--- src/hw/scm_pkg.sv ---
// Constants, register layouts and types for the system clock mode control
package scm_pkg;

   // ----------------------------------------------------------------
   // Clock rates and timing
   // ----------------------------------------------------------------
   localparam int unsigned REF_CLK_KHZ     = 25000;
   localparam int unsigned FAST_OSC_KHZ    = 20000;
   localparam int unsigned SLOW_OSC_KHZ    = 32;
   localparam int unsigned FAST_SETTLE_US  = 16;
   localparam int unsigned FAST_SETTLE_CYC =
      (FAST_SETTLE_US * REF_CLK_KHZ + 999) / 1000;
   localparam int unsigned SETTLE_W        = 12;
   localparam logic [2:0]  SWITCH_SYS_TICKS = 3'h4;
   localparam int unsigned DIV_TAPS        = 7;
   localparam int unsigned PHASE_W         = 16;

   // ----------------------------------------------------------------
   // Register bus and map
   // ----------------------------------------------------------------
   localparam int unsigned ADDR_W = 4;
   localparam int unsigned DATA_W = 8;
   localparam logic [3:0]  ADDR_SYS_CLOCK_CTRL = 4'h0;
   localparam logic [3:0]  ADDR_FAST_OSC_CTRL  = 4'h1;
   localparam logic [3:0]  ADDR_INT_STATUS     = 4'h2;
   localparam logic [3:0]  ADDR_INT_ENABLE     = 4'h3;
   localparam logic [3:0]  ADDR_INT_CLEAR      = 4'h4;
   localparam logic [3:0]  ADDR_MODE_STATUS    = 4'h5;

   // ----------------------------------------------------------------
   // Field values and reset values
   // ----------------------------------------------------------------
   localparam logic [2:0] SEL_FAST_DIV1 = 3'h0;
   localparam logic [2:0] SEL_SUB       = 3'h7;
   localparam logic [7:0] SCC_RST       = 8'h00;
   localparam logic       FOSC_EN_RST   = 1'b1;
   localparam logic       FOSC_STB_RST  = 1'b0;
   localparam int unsigned INT_W        = 3;
   localparam int unsigned INT_STABLE   = 0;
   localparam int unsigned INT_SWITCH   = 1;
   localparam int unsigned INT_HALT     = 2;

   // ----------------------------------------------------------------
   // Types
   // ----------------------------------------------------------------
   typedef struct packed {
      logic [2:0] sysclk_select;
      logic [2:0] rsv;
      logic       halt_fast_keep;
      logic       halt_slow_keep;
   } scm_sys_clock_ctrl_s;

   typedef enum logic [5:0] {
      MODE_FAST                  = 6'h01,
      MODE_SLOW                  = 6'h02,
      MODE_SLEEP                 = 6'h04,
      MODE_HALT_SUB_ONLY_MODE    = 6'h08,
      MODE_HALT_BOTH_CLOCKS_MODE = 6'h10,
      MODE_HALT_FAST_ONLY_MODE   = 6'h20
   } scm_mode_e;

   typedef struct packed {
      logic cpu;
      logic sys;
      logic fast;
      logic sub;
      logic slow;
   } scm_clk_en_s;

   typedef struct packed {
      logic [3:0] addr;
      logic [7:0] wdata;
      logic       wr;
      logic       rd;
   } scm_reg_req_s;

endpackage

--- src/hw/scm_phase_gen.sv ---
// Fractional tick generator modelling an RC oscillator on the ref clock
`timescale 1ns/1ns
`default_nettype none
module scm_phase_gen
   import scm_pkg::*;
#(
   parameter int unsigned NUM = FAST_OSC_KHZ,
   parameter int unsigned DEN = REF_CLK_KHZ,
   parameter int unsigned W   = PHASE_W
) (
   input  wire logic ref_clk_i,
   input  wire logic rst_i,
   input  wire logic run_i,
   output var  logic tick_o
);

   logic [W-1:0] acc_ff;
   logic [W-1:0] nxt_acc;
   logic         nxt_tick;
   logic [W:0]   sum;

   // ----------------------------------------------------------------
   // Accumulator
   // ----------------------------------------------------------------
   always_comb begin
      sum      = {1'b0, acc_ff} + (W+1)'(NUM);
      nxt_acc  = acc_ff;
      nxt_tick = 1'b0;
      if (run_i) begin
         if (sum >= (W+1)'(DEN)) begin
            nxt_acc  = W'(sum - (W+1)'(DEN));
            nxt_tick = 1'b1;
         end else begin
            nxt_acc = sum[W-1:0];
         end
      end
   end

   always_ff @(posedge ref_clk_i) begin
      if (rst_i) begin
         acc_ff <= '0;
         tick_o <= 1'b0;
      end else begin
         acc_ff <= nxt_acc;
         tick_o <= nxt_tick;
      end
   end

endmodule
`default_nettype wire

--- src/hw/scm_fast_div.sv ---
// Binary prescaler giving fast clock ticks divided by 1 to 2**(TAPS-1)
`timescale 1ns/1ns
`default_nettype none
module scm_fast_div
   import scm_pkg::*;
#(
   parameter int unsigned TAPS = DIV_TAPS
) (
   input  wire logic            ref_clk_i,
   input  wire logic            rst_i,
   input  wire logic            tick_i,
   output logic [TAPS-1:0]      div_tick_o
);

   logic [TAPS-2:0] cnt_ff;
   logic [TAPS-2:0] nxt_cnt;

   // ----------------------------------------------------------------
   // Counter and taps
   // ----------------------------------------------------------------
   always_comb begin
      nxt_cnt = tick_i ? cnt_ff + 1'b1 : cnt_ff;
   end

   always_ff @(posedge ref_clk_i) begin
      if (rst_i) begin
         cnt_ff <= '0;
      end else begin
         cnt_ff <= nxt_cnt;
      end
   end

   assign div_tick_o[0] = tick_i;
   for (genvar k = 1; k < TAPS; k++) begin : g_tap
      assign div_tick_o[k] = tick_i & (&cnt_ff[k-1:0]);
   end

endmodule
`default_nettype wire

--- src/hw/scm_top.sv ---
// System clock select, oscillator control and halt mode sequencing
//
// How it works
// - Select codes 0..6 give fast clock divided 1..64; code 7 gives sub clock.
// - Fast clock comes from an internal 20MHz RC oscillator model.
// - Sub clock comes from an internal 32kHz RC oscillator model.
// - FAST mode: CPU runs from fast clock divided by selected ratio.
// - SLOW mode: CPU runs from sub clock; sub and slow oscillator stay on.
// - In SLOW mode the fast oscillator runs only if its enable bit is set or a fast code (0..6) is selected.
// - Halt with both keep bits low: SLEEP, CPU, sys, fast and sub clocks stop.
// - Slow oscillator clock keeps running in SLEEP for the watchdog.
// - Halt, fast-keep low, slow-keep high: sub only; sys on if code 7.
// - Halt with both keep bits high: sys, fast and sub clocks keep running.
// - Halt, fast-keep high, slow-keep low: fast only; sys on for codes 0..6.
// - Six modes; keep bits only matter when a halt executes.
// - Clock control: select bits 7..5, fast-keep bit 1, slow-keep bit 0.
// - Oscillator control: stable flag bit 1 read-only, enable bit 0.
// - Setting enable clears stable flag, sets it once oscillator settles.
// - After reset enable is 1 and stable flag is 0.
`timescale 1ns/1ns
`default_nettype none
module scm_top
   import scm_pkg::*;
#(
   parameter int unsigned SETTLE_CYC = FAST_SETTLE_CYC
) (
   input  wire logic               ref_clk_i,
   input  wire logic               rst_i,
   input  wire scm_reg_req_s       reg_req_i,
   input  wire logic               halt_i,
   input  wire logic               wake_i,
   output logic [DATA_W-1:0]       rdata_o,
   output scm_clk_en_s             clk_en_o,
   output logic [DIV_TAPS-1:0]     fast_div_en_o,
   output scm_mode_e               mode_o,
   output logic                    switch_busy_o,
   output logic                    irq_o
);

   // ----------------------------------------------------------------
   // Declarations
   // ----------------------------------------------------------------
   scm_sys_clock_ctrl_s  scc_ff, nxt_scc;
   logic                 fosc_en_ff, nxt_fosc_en;
   logic                 fosc_stb_ff, nxt_fosc_stb;
   logic [SETTLE_W-1:0]  settle_ff, nxt_settle;
   logic [INT_W-1:0]     int_sts_ff, nxt_int_sts;
   logic [INT_W-1:0]     int_en_ff, nxt_int_en;
   logic [DATA_W-1:0]    nxt_rdata;
   scm_mode_e            nxt_mode;
   logic [2:0]           act_sel_ff, nxt_act_sel;
   logic [2:0]           sw_cnt_ff, nxt_sw_cnt;
   logic                 nxt_busy;
   logic                 nxt_irq;
   scm_clk_en_s          nxt_clk_en;
   logic [DIV_TAPS-1:0]  nxt_fast_div;

   logic                 fast_raw;
   logic                 slow_raw;
   logic [DIV_TAPS-1:0]  div_tick;
   logic                 cpu_on;
   logic                 fast_run;
   logic                 sub_on;
   logic                 sys_on;
   logic                 cur_tick;
   logic                 tgt_tick;
   logic                 tgt_ready;
   logic                 switch_done;
   logic                 halt_evt;
   logic [INT_W-1:0]     events;
   logic                 wr_scc, wr_fosc, wr_ien, wr_iclr;

   // Tick for one select code; same decode serves current and target
   function automatic logic sel_tick(input logic [2:0]          sel,
                                     input logic [DIV_TAPS-1:0] div,
                                     input logic                sub);
      if (sel == SEL_SUB) begin
         sel_tick = sub;
      end else begin
         sel_tick = div[sel];
      end
   endfunction

   // ----------------------------------------------------------------
   // Oscillators and prescaler
   // ----------------------------------------------------------------
   scm_phase_gen #(
      .NUM (FAST_OSC_KHZ),
      .DEN (REF_CLK_KHZ),
      .W   (PHASE_W)
   ) u_fast_rc_osc (
      .ref_clk_i (ref_clk_i),
      .rst_i     (rst_i),
      .run_i     (fast_run & fosc_stb_ff),
      .tick_o    (fast_raw)
   );

   // Always running: the watchdog depends on it
   scm_phase_gen #(
      .NUM (SLOW_OSC_KHZ),
      .DEN (REF_CLK_KHZ),
      .W   (PHASE_W)
   ) u_slow_rc_osc (
      .ref_clk_i (ref_clk_i),
      .rst_i     (rst_i),
      .run_i     (1'b1),
      .tick_o    (slow_raw)
   );

   scm_fast_div #(
      .TAPS (DIV_TAPS)
   ) u_fast_div (
      .ref_clk_i  (ref_clk_i),
      .rst_i      (rst_i),
      .tick_i     (fast_raw),
      .div_tick_o (div_tick)
   );

   // ----------------------------------------------------------------
   // Clock gating per mode
   // ----------------------------------------------------------------
   always_comb begin
      cpu_on = (mode_o == MODE_FAST) || (mode_o == MODE_SLOW);
      // Fast osc is forced on while it is or will be the system source
      fast_run = (cpu_on && (fosc_en_ff || act_sel_ff != SEL_SUB
                             || scc_ff.sysclk_select != SEL_SUB))
               || mode_o == MODE_HALT_BOTH_CLOCKS_MODE
               || mode_o == MODE_HALT_FAST_ONLY_MODE;
      sub_on = cpu_on
               || mode_o == MODE_HALT_SUB_ONLY_MODE
               || mode_o == MODE_HALT_BOTH_CLOCKS_MODE;
      unique case (mode_o)
         MODE_FAST, MODE_SLOW:       sys_on = 1'b1;
         MODE_SLEEP:                 sys_on = 1'b0;
         MODE_HALT_SUB_ONLY_MODE:    sys_on = (act_sel_ff == SEL_SUB);
         MODE_HALT_BOTH_CLOCKS_MODE: sys_on = 1'b1;
         MODE_HALT_FAST_ONLY_MODE:   sys_on = (act_sel_ff != SEL_SUB);
         default:                    sys_on = 1'b0;
      endcase
      cur_tick  = sel_tick(act_sel_ff, div_tick, slow_raw);
      tgt_tick  = sel_tick(scc_ff.sysclk_select, div_tick, slow_raw);
      tgt_ready = (scc_ff.sysclk_select == SEL_SUB) || fosc_stb_ff;
   end

   // ----------------------------------------------------------------
   // Mode and source switch
   // ----------------------------------------------------------------
   always_comb begin
      nxt_mode    = mode_o;
      nxt_act_sel = act_sel_ff;
      nxt_sw_cnt  = sw_cnt_ff;
      switch_done = 1'b0;
      halt_evt    = 1'b0;
      if (cpu_on) begin
         // Count current source ticks, then hand over on a target tick
         if (scc_ff.sysclk_select != act_sel_ff) begin
            if (sw_cnt_ff < SWITCH_SYS_TICKS) begin
               if (cur_tick) begin
                  nxt_sw_cnt = sw_cnt_ff + 1'b1;
               end
            end else if (tgt_tick && tgt_ready) begin
               nxt_act_sel = scc_ff.sysclk_select;
               nxt_sw_cnt  = '0;
               switch_done = 1'b1;
            end
         end else begin
            nxt_sw_cnt = '0;
         end
         if (halt_i) begin
            halt_evt = 1'b1;
            unique case ({scc_ff.halt_fast_keep, scc_ff.halt_slow_keep})
               2'b00: nxt_mode = MODE_SLEEP;
               2'b01: nxt_mode = MODE_HALT_SUB_ONLY_MODE;
               2'b11: nxt_mode = MODE_HALT_BOTH_CLOCKS_MODE;
               2'b10: nxt_mode = MODE_HALT_FAST_ONLY_MODE;
            endcase
         end else begin
            nxt_mode = (nxt_act_sel == SEL_SUB) ? MODE_SLOW
                                                : MODE_FAST;
         end
      end else if (wake_i) begin
         nxt_mode = (act_sel_ff == SEL_SUB) ? MODE_SLOW : MODE_FAST;
      end
      nxt_busy = (scc_ff.sysclk_select != nxt_act_sel);
   end

   always_ff @(posedge ref_clk_i) begin
      if (rst_i) begin
         mode_o        <= MODE_FAST;
         act_sel_ff    <= SEL_FAST_DIV1;
         sw_cnt_ff     <= '0;
         switch_busy_o <= 1'b0;
      end else begin
         mode_o        <= nxt_mode;
         act_sel_ff    <= nxt_act_sel;
         sw_cnt_ff     <= nxt_sw_cnt;
         switch_busy_o <= nxt_busy;
      end
   end

   // ----------------------------------------------------------------
   // Registers, settle timer and interrupts
   // ----------------------------------------------------------------
   always_comb begin
      wr_scc  = reg_req_i.wr && reg_req_i.addr == ADDR_SYS_CLOCK_CTRL;
      wr_fosc = reg_req_i.wr && reg_req_i.addr == ADDR_FAST_OSC_CTRL;
      wr_ien  = reg_req_i.wr && reg_req_i.addr == ADDR_INT_ENABLE;
      wr_iclr = reg_req_i.wr && reg_req_i.addr == ADDR_INT_CLEAR;

      nxt_scc = scc_ff;
      if (wr_scc) begin
         nxt_scc     = scm_sys_clock_ctrl_s'(reg_req_i.wdata);
         nxt_scc.rsv = '0;
      end

      nxt_fosc_en  = wr_fosc ? reg_req_i.wdata[0] : fosc_en_ff;
      nxt_fosc_stb = fosc_stb_ff;
      nxt_settle   = settle_ff;
      events       = '0;
      if ((wr_fosc && reg_req_i.wdata[0] && !fosc_en_ff) || !fast_run) begin
         nxt_fosc_stb = 1'b0;
         nxt_settle   = '0;
      end else if (!fosc_stb_ff) begin
         if (settle_ff == SETTLE_W'(SETTLE_CYC - 1)) begin
            nxt_fosc_stb       = 1'b1;
            events[INT_STABLE] = 1'b1;
         end else begin
            nxt_settle = settle_ff + 1'b1;
         end
      end
      events[INT_SWITCH] = switch_done;
      events[INT_HALT]   = halt_evt;

      nxt_int_en = wr_ien ? reg_req_i.wdata[INT_W-1:0] : int_en_ff;
      // New events win over a clear in the same cycle
      nxt_int_sts = int_sts_ff;
      if (wr_iclr) begin
         nxt_int_sts = int_sts_ff & ~reg_req_i.wdata[INT_W-1:0];
      end
      nxt_int_sts = nxt_int_sts | events;
      nxt_irq     = |(nxt_int_sts & nxt_int_en);

      nxt_rdata = '0;
      if (reg_req_i.rd) begin
         unique case (reg_req_i.addr)
            ADDR_SYS_CLOCK_CTRL: nxt_rdata = scc_ff;
            ADDR_FAST_OSC_CTRL:  nxt_rdata = {6'h00, fosc_stb_ff,
                                              fosc_en_ff};
            ADDR_INT_STATUS:     nxt_rdata = {5'h00, int_sts_ff};
            ADDR_INT_ENABLE:     nxt_rdata = {5'h00, int_en_ff};
            ADDR_MODE_STATUS:    nxt_rdata = {switch_busy_o, 1'b0, mode_o};
            default:             nxt_rdata = '0;
         endcase
      end
   end

   always_ff @(posedge ref_clk_i) begin
      if (rst_i) begin
         scc_ff      <= scm_sys_clock_ctrl_s'(SCC_RST);
         fosc_en_ff  <= FOSC_EN_RST;
         fosc_stb_ff <= FOSC_STB_RST;
         settle_ff   <= '0;
         int_sts_ff  <= '0;
         int_en_ff   <= '0;
         irq_o       <= 1'b0;
         rdata_o     <= '0;
      end else begin
         scc_ff      <= nxt_scc;
         fosc_en_ff  <= nxt_fosc_en;
         fosc_stb_ff <= nxt_fosc_stb;
         settle_ff   <= nxt_settle;
         int_sts_ff  <= nxt_int_sts;
         int_en_ff   <= nxt_int_en;
         irq_o       <= nxt_irq;
         rdata_o     <= nxt_rdata;
      end
   end

   // ----------------------------------------------------------------
   // Registered clock enables
   // ----------------------------------------------------------------
   always_comb begin
      nxt_clk_en.sys  = sys_on && cur_tick;
      nxt_clk_en.cpu  = cpu_on && cur_tick;
      // Gate with the run request so a halt stops the tick at once
      nxt_clk_en.fast = fast_raw && fast_run;
      nxt_clk_en.sub  = sub_on && slow_raw;
      nxt_clk_en.slow = slow_raw;
      nxt_fast_div    = fast_run ? div_tick : '0;
   end

   always_ff @(posedge ref_clk_i) begin
      if (rst_i) begin
         clk_en_o      <= '0;
         fast_div_en_o <= '0;
      end else begin
         clk_en_o      <= nxt_clk_en;
         fast_div_en_o <= nxt_fast_div;
      end
   end

endmodule
`default_nettype wire

--- config.mk ---
export PLATFORM = sky130hd
export DESIGN_NAME = scm_top
export DESIGN_NICKNAME = d
export VERILOG_FILES = /design/src/hw/scm_pkg.sv /design/src/hw/scm_phase_gen.sv /design/src/hw/scm_fast_div.sv /design/src/hw/scm_top.sv
export SDC_FILE = /design/constraint.sdc
export NUM_CORES = 1
export LEC_CHECK = 0
export ABC_AREA = 1
export BUFFER_PORTS_ARGS = -buffer_cell sky130_fd_sc_hd__buf_2
export CORE_ASPECT_RATIO = 1.1
export CORE_MARGIN = 10
export CORE_UTILIZATION = 56
export CTS_BUF_LIST = sky130_fd_sc_hd__clkbuf_8
export DETAILED_ROUTE_END_ITERATION = 6
export PLACE_DENSITY = 0.84
export SETUP_SLACK_MARGIN = 0.5
export SYNTH_ARGS = -nofsm -noshare
export SYNTH_HDL_FRONTEND = slang
export SYNTH_HIERARCHICAL = 1
export SYNTH_SLANG_ARGS = --single-unit
--- constraint.sdc ---
create_clock -name ref_clk_i -period 2 [get_ports ref_clk_i]
set_input_delay 0.2 -clock ref_clk_i [delete_from_list [all_inputs] [get_ports ref_clk_i]]
set_output_delay 0.2 -clock ref_clk_i [all_outputs]
set_load 0.02 [all_outputs]
### After elaboration in Yosys (flattened, before gate mapping)

Cells that the tools add are included.

| operators by class | value |
|---|---|
| reductions and logical operators | 39 |
| bitwise gates (word level) | 16 |
| $lt $le $gt $ge | 5 |
| equality and inequality tests | 23 |
| multiplexer cells | 39 |
| $add $sub $neg | 7 |

Operator list:

| operator | number |
|---|---|
| 8-bit case mux with 5 select lines | 1 |
| 17-bit by 15-bit greater-or-equal comparator with 1-bit output, second input constant | 2 |
| 3-bit 2-to-1 mux | 11 |
| 16-bit 2-to-1 mux | 2 |
| 16-bit by 15-bit subtractor with 16-bit output, second input constant | 2 |
| 6-bit case mux with 4 select lines | 1 |
| 6-bit 2-to-1 mux | 3 |
| 16-bit by 15-bit adder with 17-bit output, second input constant | 1 |
| 16-bit by 6-bit adder with 17-bit output, second input constant | 1 |
| 1-bit 2-to-1 mux | 16 |
| 12-bit by 1-bit adder with 12-bit output, second input constant | 1 |
| 12-bit by 9-bit equality test with 1-bit output, second input constant | 1 |
| 1-bit logical AND | 12 |
| 3-bit equality test, second input constant | 3 |
| 1-bit logical OR | 9 |
| 3-bit != test, second input constant | 3 |
| 4-bit by 2-bit equality test with 1-bit output, second input constant | 2 |
| 4-bit by 3-bit equality test with 1-bit output, second input constant | 2 |
| 3-bit by 4-bit less-than comparator with 1-bit output, second input constant | 2 |
| 2-bit OR reduction | 4 |
| 1-bit AND | 7 |
| 6-bit by 1-bit adder with 6-bit output, second input constant | 1 |
| 3-bit AND | 2 |
| 1-bit binary-select mux with 3-bit select | 2 |
| other kinds (27) | 38 |

| word-level totals | value |
|---|---|
| output and inout bits | 28 |
| word-level logic and storage cells | 154 |
| register bits | 99 |

### Depth between registers and ports, before layout

Gate-level depths: netlist (run 1).

| depth | value |
|---|---|
| depth in word-level cells | 14 |
| mapped depth | 17 |
| mapped depth without buffers | 17 |

### Cells and area by module

Netlist (run 1), hierarchy kept.

By module, submodules not included:

| module | area an instance (um^2) | cells each | sequential area each (um^2) | instances |
|---|---|---|---|---|
| scm_top | 2737.6 | 394 | 1181.1 | 1 |
| scm_phase_gen at u_fast_rc_osc | 1229.9 | 195 | 280.3 | 1 |
| scm_phase_gen at u_slow_rc_osc | 1214.9 | 194 | 280.3 | 1 |
| scm_fast_div | 356.6 | 49 | 120.1 | 1 |

### Least setup slack after synthesis (run 1)

No wires, ideal clock.

| timing path | value |
|---|---|
| path type | register to register |
| start point | register u_fast_div.cnt_ff[0] |
| end point | register sw_cnt_ff[1] |
| required time | 1883 ps |
| data arrival time | 1925 ps |
| buffers on the path | 0 |
| period minus slack after synthesis | 2042 ps |
| stages on the path, launching flop included | 17 |
| slack | -42 ps |
| path through | dfxtp_1 ha_1 and3_1 ha_1 nand2_1 inv_1 nand2_1 nand3_1 nand2_1 nand2_1 nand3b_1 nor2_1 inv_1 nand2_1 inv_1 a21oi_1 nor2_1 |

| between the ends | value |
|---|---|
| longest elaborated chain between the ends | 8 |
| elaborated cells between the ends (all ways) | 21 |
| classes of those cells | eq/ne (2); mux (6); bitwise (6); reduce/logical (7) |

RTL lines:

| what | RTL line | RTL |
|---|---|---|
| from (decl) | scm_fast_div.sv:15 | `logic [TAPS-2:0] cnt_ff;` |
| from (signal assigned) | scm_fast_div.sv:29 | `cnt_ff <= nxt_cnt;` |
| 5-bit AND reduction * | scm_fast_div.sv:35 | `assign div_tick_o[k] = tick_i & (&cnt_ff[k-1:0]);` |
| 1-bit AND * | scm_fast_div.sv:35 |  |
| net div_tick[5] | scm_top.sv:60 | `logic [DIV_TAPS-1:0] div_tick;` |
| 1-bit binary-select mux with 3-bit select | scm_top.sv:80 | `sel_tick = div[sel];` |
| 1-bit 2-to-1 mux (not written as such) | scm_top.sv:80 |  |
| 1-bit 2-to-1 mux | scm_top.sv:77 | `if (sel == SEL_SUB) begin` |
| 1-bit logical AND | scm_top.sv:161 | `end else if (tgt_tick && tgt_ready) begin` |
| 3-bit by 1-bit != test with 1-bit output (no source line) | -- |  |
| 3-bit AND reduction (no source line) * | -- |  |
| to (signal assigned) | scm_top.sv:196 | `sw_cnt_ff <= nxt_sw_cnt;` |
| to (decl) | scm_top.sv:52 | `logic [2:0] sw_cnt_ff, nxt_sw_cnt;` |

Mark *: on every way through the listed nets, which the timed path passes. The rest lies on a longest branch. The select of a mux whose other input is x is not followed.
A chain may end at the register's enable or synchronous reset.

### Final worst setup path (run 1)

| timing path | value |
|---|---|
| start point | register u_slow_rc_osc.acc_ff[6] |
| end point | register u_slow_rc_osc.acc_ff[13] |

| between the ends | value |
|---|---|
| longest elaborated chain between the ends | 3 |
| elaborated cells between the ends (all ways) | 4 |
| classes of those cells | add/sub (2); order compare (1); mux (1) |

RTL lines:

| what | RTL line | RTL |
|---|---|---|
| from (decl) | scm_phase_gen.sv:17 | `logic [W-1:0] acc_ff;` |
| from (signal assigned) | scm_phase_gen.sv:44 | `acc_ff <= nxt_acc;` |
| 16-bit by 6-bit adder with 17-bit output * | scm_phase_gen.sv:26 | `sum = {1'b0, acc_ff} + (W+1)'(NUM);` |
| 16-bit by 15-bit subtractor with 16-bit output or 17-bit by 15-bit greater-or-equal comparator with 1-bit output (tied branches) | scm_phase_gen.sv:31, scm_phase_gen.sv:30 |  |
| 16-bit 2-to-1 mux * | scm_phase_gen.sv:30 | `if (sum >= (W+1)'(DEN)) begin` |

Mark *: on every way between the ends. The rest lies on a longest branch, timed or not.

==> impl_metrics.ini, run 1 <==
[placed_design]
hpwl_mm = 9.89
dpl_cell_area_um2 = 6440
pre_cts_ws_ns = -0.0806
place.port_buffers = 43
dp.cells = 1030
gp_congestion = 0.932

[synthesis]
synth_top_cell_by_area = dfxtp_1
synth_cell_type_count = 51
synth_edf_count = 0
yosysSeqAreaShare_pct = 33.6
async_flop_share_pct = 0
syn-cell-area_um2 = 5540
yosysWarnings = 6
synth_cells = 832
synth_ff_type = dfxtp_1
synth_common_cells = nand2_1 (200), inv_1 (122), dfxtp_1 (93)
synth.top_cell.area_share_pct = 33.6
synth.most_common_cell = nand2_1
synth_area_leaders = dfxtp_1 (34%), nand2_1 (14%), inv_1 (8.3%)
synth_seq_cells = 93
avgSynthCellArea_um2 = 6.66

[grt]
grtUsageTotal_pct = 21.9
grt-ovfl-total = 0
antenna_found_initial = 0
grt_pass1_wl_mm = 26.6
grt_pass1_vias = 6063
grt_max_degree = 39

[sta]
hold_viol = 0
slew_headroom_pct = 62.7
rsz0062_at_grt = true
skew_ns = 0.0164
setup_viol = 21
worst_slack_ns = -0.139
worst_slew_pin_slew_ns = 0.554
fmax_mhz = 467
drv_slew = 0
period_share_pct = 107
fin_crit_ns = 2.14

[finish]
multi_input_area_um2 = 4050
final_nets = 1014
antenna_cells = 0
fin_cells = 1108
drive_gt1_share_pct = 42.2
final-seq-area_um2 = 1920
final_core_util_pct = 82.1
n_fill_cell = 524
area_delta_synth_final_pct = 44.5
finalInstanceArea_um2 = 8000

[worst_setup_path]
cp-endpoint = u_slow_rc_osc/acc_ff[13]
crit_path_frequent_cell = nand2_2
worst-r2r-cell-count = 14
cp_cell_sequence = ha_4 -> nand3_4 -> o21ai_2 -> nand2_2 -> nor2_4 -> buf_12 -> nand2_8 -> a21oi_4 -> nand2_4 -> buf_8 -> nand2_2 -> nand3_2 -> nand2_1 -> inv_1
rr_startpoint = u_slow_rc_osc/acc_ff[6]
cp_slowest_cell = dfxtp_4
r2r_end = u_slow_rc_osc/acc_ff[13]
reg2reg_slack_ns = -0.14
critPathLaunch = u_slow_rc_osc/acc_ff[6]
path_class = flip-flop to flip-flop
worstPathRequired_ns = 2.29
slowest_delay_ns = 0.42
startpoint_type = flip-flop
cp.arrival_ns = 2.43
crit_fanout = 5
crit_path_end_kind = flip-flop

[clock_network]
worstSkewPairLatency_ns = 0.39
cts_buffers = 9
h-tree-depth = 3
cts.sinks = 93
clkTransAtPathRegs_ns = 0.10
clock-root-buffer = clkbuf_8
clock_path_buffers = 2
cts_tree = yes

[pwr]
finalPower_mw = 5.26
p_leak_nw = 3.69
powerDensity_nw_per_um2 = 657
peakVddDrop_mv = 0.527

[route]
drc = 0
ant_nets = 0
wl_mm = 19.4
drt_iter0_markers = 742
vias_per_cell = 5.89
via_count = 6527
firstDrtPassIters = 7
post_drt_wl_per_cell_um = 17.5

[floorplan]
die_h_um = 124
fp.dieW_um = 115
core.rowCount = 38
io_pins = 46
core-area_um2 = 9750
initial_core_util_pct = 56.8
fp.dieArea_um2 = 14300

[hold_path]
hold_class = input port to flip-flop
hold_depth = 3

[status]
violations = setup timing
status = finished, violations left

[run]
maxCapViolCount = 0
==> worst min path at each step <==
stage          slack [ns]          from                   end
4_1_cts              0.04  reg_req_i[0]            rdata_o[2]
2_1_floorplan        0.27         rst_i  u_slow_rc_osc/tick_o
3_5_place_dp         0.45  reg_req_i[0]            rdata_o[2]
3_3_place_gp         0.45  reg_req_i[0]            rdata_o[2]
5_1_grt              0.07  reg_req_i[0]            rdata_o[2]
6_report             0.05  reg_req_i[0]            rdata_o[2]
==> cell type report <==
cell class                 instances  area share [%]
multi-input combinational        596            50.6
sequential                        93            23.9
timing repair buffer             151            14.3
inverter                         131            6.55
tap                              120            1.88
clock buffer                      10            1.72
clock inverter                     6           0.891
timing repair inverter             1           0.109
==> registers in the layout (all words and copies together), names as in the netlist, 3 cells and up <==
| register | flops |
|---|---|
| u_fast_div/cnt_ff | 6 |
| int_en_ff | 3 |
| rdata_o | 8 |
| act_sel_ff | 3 |
| mode_o | 6 |
| u_fast_rc_osc/acc_ff | 13 |
| clk_en_o | 5 |
| scc_ff | 5 |
| int_sts_ff | 3 |
| sw_cnt_ff | 3 |
| settle_ff | 12 |
| fast_div_en_o | 7 |
| u_slow_rc_osc/acc_ff | 13 |
==> where the power goes <==
group	internal (mW)	switching [mW]
logic	0.706	1.09
clock network	0.626	0.759
registers	1.95	0.122
total	3.29	1.97
==> metrics by stage <==
stage,TNS (ns),hold WS [ns]
global placement,-0.0276,0.448
floorplan,0,0.273
CTS,0,0.0393
finish,-1.49,0.0528
global route,-3.73,0.0722
detailed placement,-0.244,0.446
==> routing by layer <==
metal	global-route usage (%)	wire, um	part of all wire [%]	vias up
met4	13.0	1110	5.7	0
met5	0	0	0	-
li1	-	-	-	2958
met2	38.5	9780	50	400
met3	3.90	1520	7.8	115
met1	23.5	7020	36	3054
==> kinds of logic after synthesis <==
logic type	synth area share, %
and+or+nand+nor	38.4
buffers and inverters	10.6
AOI/OAI and AO/OA	10.8
DFF	33.6
xor gates and xnor gates	3.61
adders and majority gates	2.94
other	0.0677
==> layout by cell type (no fill, tap or decap), types with 16 or more instances in the layout <==
| cell type | netlist | final |
|---|---|---|
| nand2_2 | 11 | 39 |
| dfxtp_2 | 0 | 16 |
| buf_4 | 3 | 81 |
| nand2_4 | 6 | 27 |
| nor2_4 | 7 | 20 |
| dfxtp_1 | 93 | 68 |
| buf_6 | 3 | 23 |
| nand3_2 | 5 | 27 |
| nand3_1 | 75 | 45 |
| nand2_1 | 200 | 148 |
| nor2_2 | 5 | 18 |
| a21oi_1 | 58 | 36 |
| a21oi_2 | 2 | 21 |
| nand4_1 | 18 | 18 |
| o21ai_0 | 34 | 25 |
| buf_2 | 2 | 44 |
| inv_1 | 122 | 107 |
| nor2_1 | 81 | 55 |
==> critical path: cells and delay by family, from the launching register on <==
| family | cells | cell delay (ns) |
|---|---|---|
| flops | 1 | 0.42 |
| compound gates | 2 | 0.35 |
| buf+inv | 3 | 0.34 |
| simple gates | 8 | 0.71 |
| fa+ha+maj | 1 | 0.20 |
==> repair_timing <==
| action | in CTS | in global routing |
|---|---|---|
| hold buffers | 0 | 0 |
| cloned | 1 | 2 |
| pin swaps | 69 | 53 |
| resized for setup | 133 | 108 |
| buffers inserted | 37 | 22 |
| endpoints found under the setup margin | 66 | 69 |
(Power assumes the default switching activity.)
==> run 2, diff against run 1 <==
--- a/config.mk
+++ b/config.mk
@@ -6,6 +6,7 @@
 export NUM_CORES = 1
 export LEC_CHECK = 0
 export ABC_AREA = 1
+export ABC_CLOCK_PERIOD_IN_PS = 1800
 export BUFFER_PORTS_ARGS = -buffer_cell sky130_fd_sc_hd__buf_2
 export CORE_ASPECT_RATIO = 1.1
 export CORE_MARGIN = 10
==> constraint.sdc (replaced) <==
create_clock -name ref_clk_i -period 1.8 [get_ports ref_clk_i]
set_input_delay 0.18 -clock ref_clk_i [delete_from_list [all_inputs] [get_ports ref_clk_i]]
set_output_delay 0.18 -clock ref_clk_i [all_outputs]
set_load 0.02 [all_outputs]
==> impl_metrics.ini, run 2 (synthesis gave the netlist of run 1 again) <==
[finish]
drive_gt1_share_pct = 46.0
final_nets = 1039
area_delta_synth_final_pct = 51.0
layout_commonest_cell = nand2_1
reg_top3 = u_fast_rc_osc/acc_ff (13), u_slow_rc_osc/acc_ff (13), settle_ff (12)
antenna_cells = 0
finalInstanceArea_um2 = 8360
most-common-layout-cells = nand2_1 (141), buf_4 (109), inv_1 (104)

[grt]
grtUsageTotal_pct = 24.8
grt-ovfl-total = 0
antenna_found_initial = 0
grt_pass1_vias = 6472
grt_max_degree = 21
grt_pass1_wl_mm = 29.9

[placed_design]
place.port_buffers = 43
pre_cts_ws_ns = -0.219
dpl_cell_area_um2 = 6840
gp_congestion = 0.956
hpwl_mm = 10.4

[floorplan]
io_pins = 46
initial_core_util_pct = 56.8
core.rowCount = 38
fp.dieW_um = 115
core-area_um2 = 9750
fp.dieArea_um2 = 14300
die_h_um = 124

[worst_setup_path]
cp.arrival_ns = 2.62
path_class = flip-flop to flip-flop
crit_path_end_kind = flip-flop
worstPathRequired_ns = 2.04
startpoint_type = flip-flop
worst-r2r-cell-count = 16
crit_fanout = 3

[hold_path]
hold_class = input port to flip-flop
hold_depth = 3

[run]
maxCapViolCount = 0

[status]
status = finished, violations left
violations = setup timing

[route]
wl_mm = 23.6
drc = 0
highest-signal-layer = met4
firstDrtPassIters = 6
vias_per_cell = 6.45
dr_wl_met2_mm = 11.1
via_count = 7309
route.met3.wl_mm = 2.56
met1Wirelength_mm = 7.74
post_drt_wl_per_cell_um = 20.9
drt_iter0_markers = 1244
ant_nets = 0

[sta]
hold_viol = 0
worst_slack_ns = -0.576
setup_viol = 48
fin_crit_ns = 2.38
worst_slew_pin_slew_ns = 0.593
holdWs_ns = 0.0782
rsz0062_at_grt = true
fmax_mhz = 421
drv_slew = 0
skew_ns = 0.0109
slew_headroom_pct = 60.4
period_share_pct = 132

[clock_network]
h-tree-depth = 3
cts_buffers = 9
clkTransAtPathRegs_ns = 0.11
worstSkewPairLatency_ns = 0.39
clock-root-buffer = clkbuf_8
clock_path_buffers = 2
cts_tree = yes
cts.sinks = 93

[pwr]
peakVddDrop_mv = 0.523
p_leak_nw = 3.93
powerDensity_nw_per_um2 = 752
finalPower_mw = 6.29
-- run 2: layer usage --
metal	vias to the layer above	GRT usage (%)
met5	-	0
met4	0	14.9
met3	274	5.44
met2	704	43.3
met1	3316	26.3
li1	3015	-
-- run 2: path summary, 6_finish.rpt --
path / slack [ns] / end / startpoint
max: -0.58 / mode_o[0] / u_fast_div/cnt_ff[0]
min: 0.08 / rdata_o[2] / reg_req_i[0]
max reg2reg: -0.58 / mode_o[0] / u_fast_div/cnt_ff[0]
min reg2reg: 0.48 / settle_ff[10] / settle_ff[10]
-- run 2: worst max-delay path, cell delays in order, from the launching register on --
cell and delay (ns):
dfxtp_4 0.37, ha_4 0.14, and3_4 0.21, nand2_2 0.07, nor2_2 0.14, nand2_1 0.08
nand3_2 0.07, nand2_2 0.05, buf_4 0.14, a21oi_4 0.17, nand4_1 0.13, nand3_2 0.11
nand2_1 0.06, inv_1 0.14, nand2_1 0.11, nand2_1 0.09, nand3_1 0.14
-- run 2: through the flow --
stage	std cells	setup TNS [ns]	util (%)
6_report	1133	-10.84	85.8
5_1_grt	1133	-15.06	85.8
4_1_cts	1119	-3.41	79.3
3_5_place_dp	1081	-3.56	70.2
3_3_place_gp	1081	-2.04	70.2
2_1_floorplan	836	-0.203	-
-- run 2: repair_timing --
item,CTS,global route
setup buffers,20,13
pin swaps,43,67
endpoints found under the setup margin,69,74
cloned,2,1
hold buffers,0,0
gates resized for setup,122,137
-- run 2: report_power, final --
part	total, mW	switching (mW)	internal (mW)	leakage, nW
sequential	2.34	0.151	2.18	0.766
clock	1.65	0.862	0.789	0.108
combinational	2.30	1.36	0.945	3.06
-- run 2: final cells by class --
| class | count | area, um2 |
|---|---|---|
| Clock inverter | 7 | 96.3 |
| Inverter | 131 | 524 |
| Sequential cell | 93 | 1910 |
| Fill cell | 418 | 1390 |
| Tap cell | 120 | 150 |
| Timing Repair Buffer | 177 | 1400 |
| Multi-Input combinational cell | 596 | 4160 |
| Clock buffer | 9 | 124 |
==> run 3, diff against run 2 <==
--- a/config.mk
+++ b/config.mk
@@ -13,7 +13,7 @@
 export CORE_UTILIZATION = 56
 export CTS_BUF_LIST = sky130_fd_sc_hd__clkbuf_8
 export DETAILED_ROUTE_END_ITERATION = 6
-export PLACE_DENSITY = 0.84
+export PLACE_DENSITY = 0.87
 export SETUP_SLACK_MARGIN = 0.5
 export SYNTH_ARGS = -nofsm -noshare
 export SYNTH_HDL_FRONTEND = slang
==> impl_metrics.ini, run 3 (synthesis gave the netlist of run 1 again) <==
[status]
status = finished, violations left
violations = DRC, setup timing

[placed_design]
hpwl_mm = 10.5
place.port_buffers = 43
dpl_cell_area_um2 = 6750
gp_congestion = 0.924
pre_cts_ws_ns = -0.272

[finish]
final-seq-area_um2 = 1910
final_nets = 1049
most-common-layout-cells = nand2_1 (148), buf_4 (115), inv_1 (99)
drive_gt1_share_pct = 46.6
layout_commonest_cell = nand2_1
multi_input_area_um2 = 4180
area_delta_synth_final_pct = 51.4
antenna_cells = 0
n_fill_cell = 372
reg_top3 = u_fast_rc_osc/acc_ff (13), u_slow_rc_osc/acc_ff (13), settle_ff (12)
finalInstanceArea_um2 = 8380

[pwr]
p_int_mw = 3.63
p_sw_share_pct = 43.1
clkPwrFrac_pct = 23.8
p_leak_nw = 3.92
powerDensity_nw_per_um2 = 761
power_frac_seq_pct = 36.6
p_switching_mw = 2.75
peakVddDrop_mv = 0.480
combPwrFrac_pct = 39.7

[floorplan]
die_h_um = 124
fp.dieArea_um2 = 14300
fp.dieW_um = 115
core.rowCount = 38
initial_core_util_pct = 56.8
core-area_um2 = 9750
io_pins = 46

[hold_path]
hold_class = input port to flip-flop
worstHoldStart = reg_req_i[0]

[worst_setup_path]
startpoint_type = flip-flop
critPathLaunch = u_fast_div/cnt_ff[1]
worstPathRequired_ns = 2.10
cp.arrival_ns = 2.81
crit_fanout = 3
rr_startpoint = u_fast_div/cnt_ff[1]
crit_path_end_kind = flip-flop
reg2reg_slack_ns = -0.71
path_class = flip-flop to flip-flop

[clock_network]
clock-root-buffer = clkbuf_8
cts.sinks = 93
cts_buffers = 9
clock_path_buffers = 2
h-tree-depth = 3
worstSkewPairLatency_ns = 0.41
hold_buffers = 0
cts_tree = yes
clkTransAtPathRegs_ns = 0.12

[run]
maxCapViolCount = 0

[sta]
worst_slack_ns = -0.708
setup_viol = 64
fmax_mhz = 399
fin_crit_ns = 2.51
hold_viol = 0
skew_ns = 0.0154
rsz0062_at_grt = true
slew_headroom_pct = 59.5
worst_slew_pin_slew_ns = 0.607
setup_tns_ns = -21.60
drv_slew = 0
period_share_pct = 139

[route]
ant_nets = 0
via_count = 7739
drt_iter0_markers = 1622
post_drt_wl_per_cell_um = 25.3
wl_mm = 28.9
firstDrtPassIters = 7
drc = 5
vias_per_cell = 6.77

[grt]
grt_max_degree = 24
antenna_found_initial = 0
grt-ovfl-total = 0
grt_pass1_vias = 6786
grtUsageTotal_pct = 26.9
grt_pass1_wl_mm = 32.2
## run 3: cell count changes in the layout (fill, tap and decap cells not counted), moves of 4 or more
cell     previous run  this run
buf_4             109       115
buf_6              15        23
inv_1             104        99
nand2_1           141       148
nand3_1            35        40
nor2_1             57        52
nor2_4             23        31
o21ai_0            26        21
o21ai_1             6        10
## run 3: power groups by stage
stage          clock (mW)  combinational, mW  sequential (mW)
3_3_place_gp            0               1.30             2.31
4_1_cts              1.42               1.72             2.28
3_5_place_dp            0               1.35             2.31
2_1_floorplan           0              0.927             2.33
6_report             1.52               2.53             2.33
5_1_grt              1.57               2.62             2.34
## run 3: metal layers
layer / GRT usage, % / wire (um) / up-vias
li1: - / - / 3036
met1: 27.2 / 9060 / 3449
met2: 46.6 / 13000 / 890
met3: 6.26 / 3640 / 364
met4: 19.5 / 3170 / 0
met5: 0 / 0 / -
## run 3: layout make-up
type,instances,share of cell area (%)
sequential,93,22.8
tap,120,1.79
inverter,131,6.31
clock buffer,9,1.48
timing repair buffer,184,16.7
multi-input combinational,598,49.9
clock inverter,7,0.851
timing repair inverter,1,0.104
## run 3: metrics by stage
| stage | cells | hold slack [ns] | total power, mW | utilization [%] |
|---|---|---|---|---|
| CTS | 1120 | 0.0306 | 5.42 | 78.2 |
| finish | 1143 | 0.0195 | 6.38 | 86.0 |
| detailed placement | 1069 | 0.426 | 3.66 | 69.3 |
| floorplan | 836 | 0.253 | 3.26 | - |
| global route | 1143 | 0.0264 | 6.52 | 86.0 |
| global placement | 1069 | 0.422 | 3.61 | 69.3 |
## run 3: worst paths after layout
path	endpoint	cells after the start
max	mode_o[0]	16
min	rdata_o[2]	3
max reg2reg	mode_o[0]	16
min reg2reg	u_fast_rc_osc/acc_ff[13]	2
## run 3: worst max-delay path, cell delays in order (launching register included)
cell and delay (ns):
dfxtp_4 0.38, ha_4 0.13, and3_4 0.22, nand2_1 0.13, nor2_2 0.18, nand2_1 0.09, nand3_1 0.09, nand2_2 0.07
nand2_2 0.06, nand3b_1 0.19, buf_4 0.21, nand2_2 0.16, nand3_4 0.16, nand2_4 0.12, nand2_2 0.05, nand2_1 0.07
nand3_1 0.08
## run 3: repair_timing
| item | in CTS | in global routing |
|---|---|---|
| gates resized for setup | 117 | 164 |
| endpoints found under the setup margin | 69 | 70 |
| pin swaps | 79 | 87 |
| buffers inserted | 29 | 23 |
| cloned | 6 | 0 |
